**config.mk**
```make
export PLATFORM = sky130hd
export DESIGN_NAME = rom_output_matrix
export DESIGN_NICKNAME = d
export VERILOG_FILES = /design/src/logic/rom_pkg.sv /design/src/logic/rom_output_matrix.sv
export SDC_FILE = /design/constraint.sdc
export NUM_CORES = 1
export LEC_CHECK = 0
export BUFFER_PORTS_ARGS = -buffer_cell sky130_fd_sc_hd__buf_2
export CAP_MARGIN = 10
export CORE_AREA = 2 2 122 124
export DETAILED_ROUTE_END_ITERATION = 10
export DIE_AREA = 0 0 124 126
export GPL_TIMING_DRIVEN = 1
export PLACE_DENSITY = 0.66
export REMOVE_ABC_BUFFERS = 1
export SLEW_MARGIN = 10
export SYNTH_ARGS = -nofsm -noshare
export SYNTH_HDL_FRONTEND = slang
export SYNTH_SLANG_ARGS = --single-unit
```
**constraint.sdc**
```tcl
create_clock -name clock -period 2 [get_ports clock]
set_clock_uncertainty 0.2 [all_clocks]
set_input_delay 0.4 -clock clock [delete_from_list [all_inputs] [get_ports clock]]
set_output_delay 0.4 -clock clock [all_outputs]
set_load 0.02 [all_outputs]
```
**src/logic/rom_pkg.sv**
```systemverilog
package rom_pkg;
  // =====================================================================
  // register indices on the parameter port (no offsets are printed)
  localparam logic [5:0] REG_BINARY_INPUT_STATE = 6'h00;
  localparam logic [5:0] REG_STAGE_FLAG_BASE    = 6'h01;
  localparam logic [5:0] REG_CONTACT_BASE       = 6'h09;
  localparam logic [5:0] REG_REC_BASE           = 6'h15;
  localparam logic [5:0] REG_CONTACT_ENABLE     = 6'h29;
  localparam logic [5:0] REG_ROUTE_BASE         = 6'h2a;
  localparam logic [5:0] REG_INPUT_FUNC_SELECT  = 6'h32;
  localparam logic [5:0] REG_FUNC_SWITCHES_TWO  = 6'h33;
  localparam logic [5:0] REG_REC_TRIG_SELECT    = 6'h34;
  localparam logic [5:0] REG_CLEAR_UNLATCH      = 6'h35;
  localparam logic [5:0] REG_FAULT_CODE         = 6'h36;
  localparam logic [5:0] REG_NOMINAL_VOLT_SEL   = 6'h37;

  // =====================================================================
  // counts and field positions
  localparam int NUM_STAGE_SIG   = 8;
  localparam int NUM_CONTACTS    = 4;
  localparam int NUM_REC         = 12;
  localparam int ROUTE_HEAVY_A   = 0;
  localparam int ROUTE_HEAVY_B   = 1;
  localparam int ROUTE_SIGNAL_A  = 2;
  localparam int ROUTE_SIGNAL_B  = 3;
  localparam int FUNC_SINGLE_PH  = 0;

  // factory routing: trips to heavy contacts, starts to signalling contacts
  localparam logic [3:0] ROUTE_DEFAULT_START = 4'hc;
  localparam logic [3:0] ROUTE_DEFAULT_TRIP  = 4'h3;

  localparam logic [7:0] NOMINAL_VOLT_RESET = 8'h64;

  // =====================================================================
  // binary input functions
  localparam logic [1:0] BIN_FUNC_NONE    = 2'h0;
  localparam logic [1:0] BIN_FUNC_BLOCK   = 2'h1;
  localparam logic [1:0] BIN_FUNC_UNLATCH = 2'h2;
  localparam logic [1:0] BIN_FUNC_GROUP   = 2'h3;

  // =====================================================================
  // restart window in clock cycles before a fault counts as permanent
  localparam int RESTART_CYCLES = 16;

  typedef enum {
    ROM_SUP_NORMAL,
    ROM_SUP_RESTART,
    ROM_SUP_FAULT
  } rom_sup_e;
endpackage : rom_pkg

```
**src/logic/rom_output_matrix.sv**
```systemverilog
`timescale 1ns/10ps
// Summary of operation
// - binary input state reads 1 when energized, 0 otherwise
// - eight readable start/trip flags for four voltage stages
// - four contact states readable and writable, writes drive contacts
// - one enable gates all four contacts; zero forces them inactive
// - any 0-to-1 change of twelve sources sets a sticky recorded flag
// - on fault first restart; if persistent blink ready and activate supervision
// - during internal fault all contacts except supervision are blocked
// - fault indication has the highest display priority
// - fault indication cannot be cleared while ready is blinking
// - fault gone: stop blinking, supervision normal, message stays
// - readable fault code holds type of last detected fault
// - binary input selects blocking, unlatch, or setting group selection
// - separate setting lets binary input trigger the recorder
// - switch bits 1 and 2 per stage route trips to heavy contacts
// - factory routing sends all trips to both heavy contacts
// - switch bits 3 and 4 per stage route to signalling contacts
// - factory routing sends all starts to both signalling contacts
// - supervision contact energized normally, drops off on fault
// - function switch bit 1 selects single-phase operation
// - writing 1 to clear command clears records and unlatches contacts
module rom_output_matrix #(
  parameter int RESTART_LEN = rom_pkg::RESTART_CYCLES,
  parameter int BLINK_LEN   = 4096
) (
  input  wire logic       clock,
  input  wire logic       resetn,
  input  wire logic       binaryInput,
  input  wire logic [7:0] stageFlags,
  input  wire logic       faultDetect,
  input  wire logic [7:0] faultType,
  input  wire logic       displayClear,
  input  wire logic       regWrite,
  input  wire logic       regRead,
  input  wire logic [5:0] regAddr,
  input  wire logic [7:0] regWdata,
  output logic      [7:0] regRdata,
  output logic            heavyContactA,
  output logic            heavyContactB,
  output logic            signalContactA,
  output logic            signalContactB,
  output logic            selfSupervisionContact,
  output logic            readyLed,
  output logic            faultMessage,
  output logic            restartReq,
  output logic            externalBlock,
  output logic            settingGroup2,
  output logic            recorderTrigger,
  output logic            singlePhase
);

  // =====================================================================
  // register map, one index per value on the parameter port
  //   0x00        binary input state
  //   0x01-0x08   stage flags, start then trip per stage
  //   0x09-0x0c   contact states, heavy a/b then signal a/b
  //   0x15-0x20   recorded flags, stage flags then contacts
  //   0x29        contact enable
  //   0x2a-0x31   route switches, bit0 heavy a .. bit3 signal b
  //   0x32        binary input function
  //   0x33        function switches
  //   0x34        recorder trigger select
  //   0x35        clear recorded flags and unlatch (bit0)
  //   0x36        fault code
  //   0x37        nominal voltage setting, not range checked
  //   writes to read-only indices are dropped; unmapped reads give zero

  // =====================================================================
  // index decode, one hit line per stage, contact and recorded flag
  logic [rom_pkg::NUM_STAGE_SIG-1:0] routeWrHit;
  logic [rom_pkg::NUM_STAGE_SIG-1:0] routeRdHit;
  logic [rom_pkg::NUM_STAGE_SIG-1:0] flagRdHit;
  logic [rom_pkg::NUM_CONTACTS-1:0]  contactWrHit;
  logic [rom_pkg::NUM_CONTACTS-1:0]  contactRdHit;
  logic [rom_pkg::NUM_REC-1:0]       recRdHit;

  for (genvar g = 0; g < rom_pkg::NUM_STAGE_SIG; g++) begin : gStageDecode
    assign routeWrHit[g] = regWrite && regAddr == 6'(rom_pkg::REG_ROUTE_BASE + 6'(g));
    assign routeRdHit[g] = regAddr == 6'(rom_pkg::REG_ROUTE_BASE + 6'(g));
    assign flagRdHit[g]  = regAddr == 6'(rom_pkg::REG_STAGE_FLAG_BASE + 6'(g));
  end

  for (genvar g = 0; g < rom_pkg::NUM_CONTACTS; g++) begin : gContactDecode
    assign contactWrHit[g] = regWrite && regAddr == 6'(rom_pkg::REG_CONTACT_BASE + 6'(g));
    assign contactRdHit[g] = regAddr == 6'(rom_pkg::REG_CONTACT_BASE + 6'(g));
  end

  for (genvar g = 0; g < rom_pkg::NUM_REC; g++) begin : gRecDecode
    assign recRdHit[g] = regAddr == 6'(rom_pkg::REG_REC_BASE + 6'(g));
  end

  // =====================================================================
  // settings
  logic [3:0] routeSwitches_r [rom_pkg::NUM_STAGE_SIG];
  logic [3:0] routeSwitches_nxt [rom_pkg::NUM_STAGE_SIG];
  logic [1:0] inputFunctionSelect_r, inputFunctionSelect_nxt;
  logic [7:0] functionSwitchesTwo_r, functionSwitchesTwo_nxt;
  logic       recorderTriggerSelect_r, recorderTriggerSelect_nxt;
  logic [7:0] nominalVoltageSelect_r, nominalVoltageSelect_nxt;
  logic       contactEnable_r, contactEnable_nxt;

  // bit0 must be 1; writing 0 to the clear index does nothing
  logic       clearCmd;
  assign clearCmd = regWrite && regAddr == rom_pkg::REG_CLEAR_UNLATCH && regWdata[0];

  always_comb begin
    for (int i = 0; i < rom_pkg::NUM_STAGE_SIG; i++) begin
      routeSwitches_nxt[i] = routeSwitches_r[i];
      if (routeWrHit[i]) begin
        routeSwitches_nxt[i] = regWdata[3:0];
      end
    end
    inputFunctionSelect_nxt   = inputFunctionSelect_r;
    functionSwitchesTwo_nxt   = functionSwitchesTwo_r;
    recorderTriggerSelect_nxt = recorderTriggerSelect_r;
    nominalVoltageSelect_nxt  = nominalVoltageSelect_r;
    contactEnable_nxt         = contactEnable_r;
    if (regWrite) begin
      unique case (regAddr)
        rom_pkg::REG_INPUT_FUNC_SELECT: inputFunctionSelect_nxt   = regWdata[1:0];
        rom_pkg::REG_FUNC_SWITCHES_TWO: functionSwitchesTwo_nxt   = regWdata;
        rom_pkg::REG_REC_TRIG_SELECT:   recorderTriggerSelect_nxt = regWdata[0];
        rom_pkg::REG_NOMINAL_VOLT_SEL:  nominalVoltageSelect_nxt  = regWdata;
        rom_pkg::REG_CONTACT_ENABLE:    contactEnable_nxt         = regWdata[0];
        default: ;
      endcase
    end
  end

  always_ff @(posedge clock or negedge resetn) begin
    if (!resetn) begin
      for (int i = 0; i < rom_pkg::NUM_STAGE_SIG; i++) begin
        // even stage indices are starts, odd are trips
        routeSwitches_r[i] <= i[0] ? rom_pkg::ROUTE_DEFAULT_TRIP : rom_pkg::ROUTE_DEFAULT_START;
      end
      inputFunctionSelect_r   <= rom_pkg::BIN_FUNC_NONE;
      functionSwitchesTwo_r   <= 8'h00;
      recorderTriggerSelect_r <= 1'b0;
      nominalVoltageSelect_r  <= rom_pkg::NOMINAL_VOLT_RESET;
      contactEnable_r         <= 1'b1;
    end else begin
      routeSwitches_r         <= routeSwitches_nxt;
      inputFunctionSelect_r   <= inputFunctionSelect_nxt;
      functionSwitchesTwo_r   <= functionSwitchesTwo_nxt;
      recorderTriggerSelect_r <= recorderTriggerSelect_nxt;
      nominalVoltageSelect_r  <= nominalVoltageSelect_nxt;
      contactEnable_r         <= contactEnable_nxt;
    end
  end

  // =====================================================================
  // binary input functions
  // block and unlatch act on the level, not an edge of the input
  logic binBlock, binUnlatch;
  assign binBlock   = binaryInput && inputFunctionSelect_r == rom_pkg::BIN_FUNC_BLOCK;
  assign binUnlatch = binaryInput && inputFunctionSelect_r == rom_pkg::BIN_FUNC_UNLATCH;

  // =====================================================================
  // self-supervision
  rom_pkg::rom_sup_e supState_r, supState_nxt;
  logic [15:0] supCount_r, supCount_nxt;
  logic        blink_r, blink_nxt;
  logic        faultMsg_r, faultMsg_nxt;
  logic [7:0]  faultCode_r, faultCode_nxt;

  always_comb begin
    supState_nxt  = supState_r;
    supCount_nxt  = supCount_r;
    blink_nxt     = blink_r;
    faultMsg_nxt  = faultMsg_r;
    faultCode_nxt = faultCode_r;
    unique case (supState_r)
      rom_pkg::ROM_SUP_NORMAL: begin
        blink_nxt = 1'b0;
        if (faultDetect) begin
          supState_nxt  = rom_pkg::ROM_SUP_RESTART;
          supCount_nxt  = 16'h0000;
          faultCode_nxt = faultType;
        end
      end
      rom_pkg::ROM_SUP_RESTART: begin
        // a fault that clears inside the restart window never reaches
        // the contacts or the message; supervision stays energized here
        supCount_nxt = supCount_r + 16'h0001;
        if (!faultDetect) begin
          supState_nxt = rom_pkg::ROM_SUP_NORMAL;
        end else if (supCount_r == 16'(RESTART_LEN - 1)) begin
          supState_nxt = rom_pkg::ROM_SUP_FAULT;
          supCount_nxt = 16'h0000;
          faultMsg_nxt = 1'b1;
        end
      end
      rom_pkg::ROM_SUP_FAULT: begin
        // counter wraps at BLINK_LEN so the led toggles with a steady period
        supCount_nxt = (supCount_r == 16'(BLINK_LEN - 1)) ? 16'h0000 : supCount_r + 16'h0001;
        if (supCount_r == 16'(BLINK_LEN - 1)) begin
          blink_nxt = ~blink_r;
        end
        if (faultDetect) begin
          faultCode_nxt = faultType;
        end else begin
          supState_nxt = rom_pkg::ROM_SUP_NORMAL;
          blink_nxt    = 1'b0;
        end
      end
    endcase
    // message stays after the fault leaves; only clearable when not blinking
    if (displayClear && supState_r != rom_pkg::ROM_SUP_FAULT) begin
      faultMsg_nxt = 1'b0;
    end
  end

  always_ff @(posedge clock or negedge resetn) begin
    if (!resetn) begin
      supState_r  <= rom_pkg::ROM_SUP_NORMAL;
      supCount_r  <= 16'h0000;
      blink_r     <= 1'b0;
      faultMsg_r  <= 1'b0;
      faultCode_r <= 8'h00;
    end else begin
      supState_r  <= supState_nxt;
      supCount_r  <= supCount_nxt;
      blink_r     <= blink_nxt;
      faultMsg_r  <= faultMsg_nxt;
      faultCode_r <= faultCode_nxt;
    end
  end

  logic permFault;
  assign permFault = supState_r == rom_pkg::ROM_SUP_FAULT;

  // =====================================================================
  // contact matrix with latching
  // every stage ORs into each contact that its switch bits allow
  logic [3:0] routed;
  always_comb begin
    routed = 4'h0;
    for (int i = 0; i < rom_pkg::NUM_STAGE_SIG; i++) begin
      routed = routed | ({4{stageFlags[i]}} & routeSwitches_r[i]);
    end
  end

  logic [3:0] contactState_r, contactState_nxt;
  always_comb begin
    contactState_nxt = contactState_r | routed;
    if (clearCmd || binUnlatch) begin
      contactState_nxt = routed;
    end
    for (int c = 0; c < rom_pkg::NUM_CONTACTS; c++) begin
      if (contactWrHit[c]) begin
        contactState_nxt[c] = regWdata[0];
      end
    end
  end

  always_ff @(posedge clock or negedge resetn) begin
    if (!resetn) begin
      contactState_r <= 4'h0;
    end else begin
      contactState_r <= contactState_nxt;
    end
  end

  // blocking and enable have priority over routed state
  // drives are registered, so a block or fault takes one cycle to the pins;
  // the enable only gates drives, latched states survive a disable
  logic [3:0] driven_r, driven_nxt;
  always_comb begin
    driven_nxt = contactState_r & {4{contactEnable_r}};
    if (permFault || binBlock) begin
      driven_nxt = 4'h0;
    end
  end

  always_ff @(posedge clock or negedge resetn) begin
    if (!resetn) begin
      driven_r <= 4'h0;
    end else begin
      driven_r <= driven_nxt;
    end
  end

  // =====================================================================
  // recorded flags
  // set beats clear in one cycle, so no 0-to-1 edge is lost;
  // contact states feed the detector, so a host write is recorded too
  logic [11:0] recSource, recPrev_r, recorded_r, recorded_nxt;
  assign recSource = {contactState_r, stageFlags};

  always_comb begin
    recorded_nxt = recorded_r;
    if (clearCmd) begin
      recorded_nxt = 12'h000;
    end
    recorded_nxt = recorded_nxt | (recSource & ~recPrev_r);
  end

  always_ff @(posedge clock or negedge resetn) begin
    if (!resetn) begin
      recPrev_r  <= 12'h000;
      recorded_r <= 12'h000;
    end else begin
      recPrev_r  <= recSource;
      recorded_r <= recorded_nxt;
    end
  end

  // =====================================================================
  // register read
  // regRdata only moves on a read strobe and holds between reads
  logic [7:0] rdata_nxt;
  always_comb begin
    rdata_nxt = 8'h00;
    if (regAddr == rom_pkg::REG_BINARY_INPUT_STATE) begin
      rdata_nxt = {7'h00, binaryInput};
    end
    for (int i = 0; i < rom_pkg::NUM_STAGE_SIG; i++) begin
      if (flagRdHit[i]) rdata_nxt = {7'h00, stageFlags[i]};
      if (routeRdHit[i]) rdata_nxt = {4'h0, routeSwitches_r[i]};
    end
    for (int c = 0; c < rom_pkg::NUM_CONTACTS; c++) begin
      if (contactRdHit[c]) rdata_nxt = {7'h00, contactState_r[c]};
    end
    for (int r = 0; r < rom_pkg::NUM_REC; r++) begin
      if (recRdHit[r]) rdata_nxt = {7'h00, recorded_r[r]};
    end
    // fixed indices never overlap the per-entry ranges above
    unique case (regAddr)
      rom_pkg::REG_CONTACT_ENABLE:    rdata_nxt = {7'h00, contactEnable_r};
      rom_pkg::REG_INPUT_FUNC_SELECT: rdata_nxt = {6'h00, inputFunctionSelect_r};
      rom_pkg::REG_FUNC_SWITCHES_TWO: rdata_nxt = functionSwitchesTwo_r;
      rom_pkg::REG_REC_TRIG_SELECT:   rdata_nxt = {7'h00, recorderTriggerSelect_r};
      rom_pkg::REG_NOMINAL_VOLT_SEL:  rdata_nxt = nominalVoltageSelect_r;
      rom_pkg::REG_FAULT_CODE:        rdata_nxt = faultCode_r;
      default: ;
    endcase
    if (!regRead) begin
      rdata_nxt = regRdata;
    end
  end

  always_ff @(posedge clock or negedge resetn) begin
    if (!resetn) begin
      regRdata <= 8'h00;
    end else begin
      regRdata <= rdata_nxt;
    end
  end

  // =====================================================================
  // outputs
  // supervision is high while healthy, so a dead supply reads as a fault
  assign heavyContactA          = driven_r[rom_pkg::ROUTE_HEAVY_A];
  assign heavyContactB          = driven_r[rom_pkg::ROUTE_HEAVY_B];
  assign signalContactA         = driven_r[rom_pkg::ROUTE_SIGNAL_A];
  assign signalContactB         = driven_r[rom_pkg::ROUTE_SIGNAL_B];
  assign selfSupervisionContact = !permFault;
  assign readyLed               = !blink_r;
  assign faultMessage           = faultMsg_r;
  assign restartReq             = supState_r == rom_pkg::ROM_SUP_RESTART;
  assign externalBlock          = binBlock;
  assign settingGroup2          = binaryInput && inputFunctionSelect_r == rom_pkg::BIN_FUNC_GROUP;
  assign recorderTrigger        = binaryInput && recorderTriggerSelect_r;
  assign singlePhase            = functionSwitchesTwo_r[rom_pkg::FUNC_SINGLE_PH];

endmodule : rom_output_matrix

```
==> out/metrics.cfg <==
[final_layout]
final_nets = 843
antenna_cells = 0
area_growth_pct = 36.4
layout.cells.non_filler = 999
nFillCells = 1263
drive_gt1_frac = 0.416
final_cell_mix = buf_4, dfrtp_1, nand2_1, mux2_2, buf_2
design_area_um2 = 8370
layout_commonest_cell = buf_4
fin_util = 0.584

[timing]
rsz0062_at_grt = yes
min_period_ns = 2.21
drv_slew = 0
holdWs_ns = 0.0157
max_freq_ghz = 0.452
fin_ws_ns = -0.212
finalHoldViolations = 0
worst_pin_slew_ns = 0.512
slew_headroom = 0.659
finalCritPeriodShare = 1.11
report.final.setup_viol = 14

[synthesis]
synthArstFlopShare = 1.00
synth_warnings = 0
synth_area_um2 = 6130
ys_types = 71
synthFlopType = dfrtp_1
synthTopCellsByArea = dfrtp_1, mux2_2, dfstp_2, nand2_1, o21ai_0
avgSynthCellArea_um2 = 10.0
netlist_instances = 611
synth_top_area_frac = 0.408
seq_area_frac_synth = 0.494
synth_edf_count = 0
synth-seq-cells = 120
synth_area_leader_cell = dfrtp_1

[clock_network]
cts_made_buffers = 17
clockBufferDepth = 2
cts_max_level = 4
clock-root-buffer = clkbuf_16
cts_tree = yes
numClockSinks = 120
clkTransAtPathRegs_ns = 0.06
insertion_delay_ns = 0.42

[worst_setup_path]
cp-start-kind = flop
cp_max_fo = 8
endpoint_kind = flop
required_ns = 2.10
crit_type = flop to flop
cp_data_arrival_time_ns = 2.31

[detailed_routing]
dr_total_vias = 5720
wirelength_um = 19400
drt-initial-drc-count = 416
dr.pass1.iters = 5
drtAntennaViolNets = 0
vias_per_cell = 5.73
drcViolationCount = 0
wire_per_inst_um = 19.4

[floorplanning]
initial_core_util = 0.428
die_area_um2 = 15600
io_pins = 57
std_cell_rows = 44
core-area_um2 = 14300
die_y_um = 126
die_x_um = 124

[pwr]
power_density_nw_per_um2 = 959
vdd_ir_drop_max_uv = 561
p_leak_nw = 3.87

[grt]
grt.overflow.total = 0
grt_max_degree = 39
track_usage = 0.266
grt_pass1_wl_um = 31400
grt_pass1_vias = 5967
antenna_found_initial = 0

[placed_design]
routabilityCongestion = 0.961
portBuffers = 56
dp_hpwl_um = 14200
dp_cells = 944
pre_cts_slack_ns = -0.435
place_area_um2 = 7430

[job]
drv_cap = 0

[status]
failed_checks = setup timing
status = finished, violations left

[worst_hold_path]
hold_path_class = input port to flop

-- worst max-delay path, stage by stage, from the launching register on --
cell	delay (ns)
dfrtp_1	0.39
ha_4	0.18
nand3_4	0.09
nor3_4	0.15
and4_4	0.25
a21oi_2	0.07
o21ai_4	0.28
buf_12	0.16
nor2b_1	0.04
o21ai_1	0.17
o31ai_2	0.10
-- power breakdown --
part | internal (W) | leakage (nW) | total [W] | switching (W)
combinational | 0.000901 | 2.16 | 0.00193 | 0.00103
sequential | 0.00283 | 1.42 | 0.00308 | 0.000256
clock | 0.00184 | 0.285 | 0.00301 | 0.00117
-- final timing paths --
path	start	end	slack, ns	cells past startpoint
max	supCount_r[0]	supCount_r[3]	-0.21	10
min	faultType[3]	faultCode_r[3]	0.02	2
max reg2reg	supCount_r[0]	supCount_r[3]	-0.21	10
min reg2reg	recPrev_r[1]	recorded_r[1]	0.21	1
max in group asynchronous	resetn	nominalVoltageSelect_r[5]	0.69	3
min in group asynchronous	resetn	recPrev_r[0]	0.28	2
-- logic make-up after synthesis --
group,after synthesis,synth area share
AO/OA/AOI/OAI,168,0.173
AND/OR/NAND/NOR,206,0.173
buffers and inverters,50,0.0386
XOR/XNOR,2,0.00286
multiplexers,61,0.111
flip-flops,120,0.494
adder cells (fa/ha/maj),4,0.00816
-- flip-flops by register name, summed over array words and instances (netlist names) --
register,cells
routeSwitches_r,32
blink_r,1
contactState_r,4
regRdata,8
inputFunctionSelect_r,2
recorderTriggerSelect_r,1
faultCode_r,8
faultMessage,1
nominalVoltageSelect_r,8
functionSwitchesTwo_r,8
recorded_r,12
supCount_r,16
recPrev_r,12
contactEnable_r,1
driven_r,4
supState_r,2
-- Yosys cell counts, drive strengths merged (3+ instances only) --
library cell,n
dfrtp,100
nand2,76
o21ai,71
mux2,55
nor2,47
a21oi,24
a22oi,24
inv,23
dfstp,20
buf,18
nand3,15
a31oi,9
clkbuf,9
and3,8
nand4,8
nor3,8
nor4,8
nor2b,7
mux2i,6
a22o,5
nand2b,5
o22ai,5
a221oi,4
and2,4
ha,4
nor4b,3
o31ai,3
or2,3
or3,3
-- cell type report --
cell class	count	area, µm²	share of cell area
repair buffers	198	1440	0.172
inverters	23	86.3	0.0103
flip-flops and latches	120	3030	0.362
clock buffers	18	429	0.0513
multi-input cells	442	3000	0.359
well taps	184	230	0.0275
clock inverters	14	149	0.0178
-- routing by layer --
metal,share of wire,routed length (µm),GRT usage
met1,0.41,8030,0.345
met2,0.51,9830,0.437
met5,0,0,0
met3,0.054,1060,0.0521
met4,0.026,501,0.102
-- stage by stage --
stage / power, W / setup TNS, ns
6_report: 0.00802 / -2.00
3_3_place_gp: 0.00462 / -12.76
3_5_place_dp: 0.00470 / -15.51
5_1_grt: 0.00842 / -3.49
2_1_floorplan: 0.00394 / -3.31
4_1_cts: 0.00797 / -1.36
-- what timing repair did --
item,4_1_cts,5_1_grt
buffers inserted,8,4
cloned,1,0
hold buffers,10,0
gates resized for setup,22,25
hold endpoints to repair,36,0
pin swaps,10,0
endpoints found under the setup margin,18,23
Power figures use the tool's default switching activity.
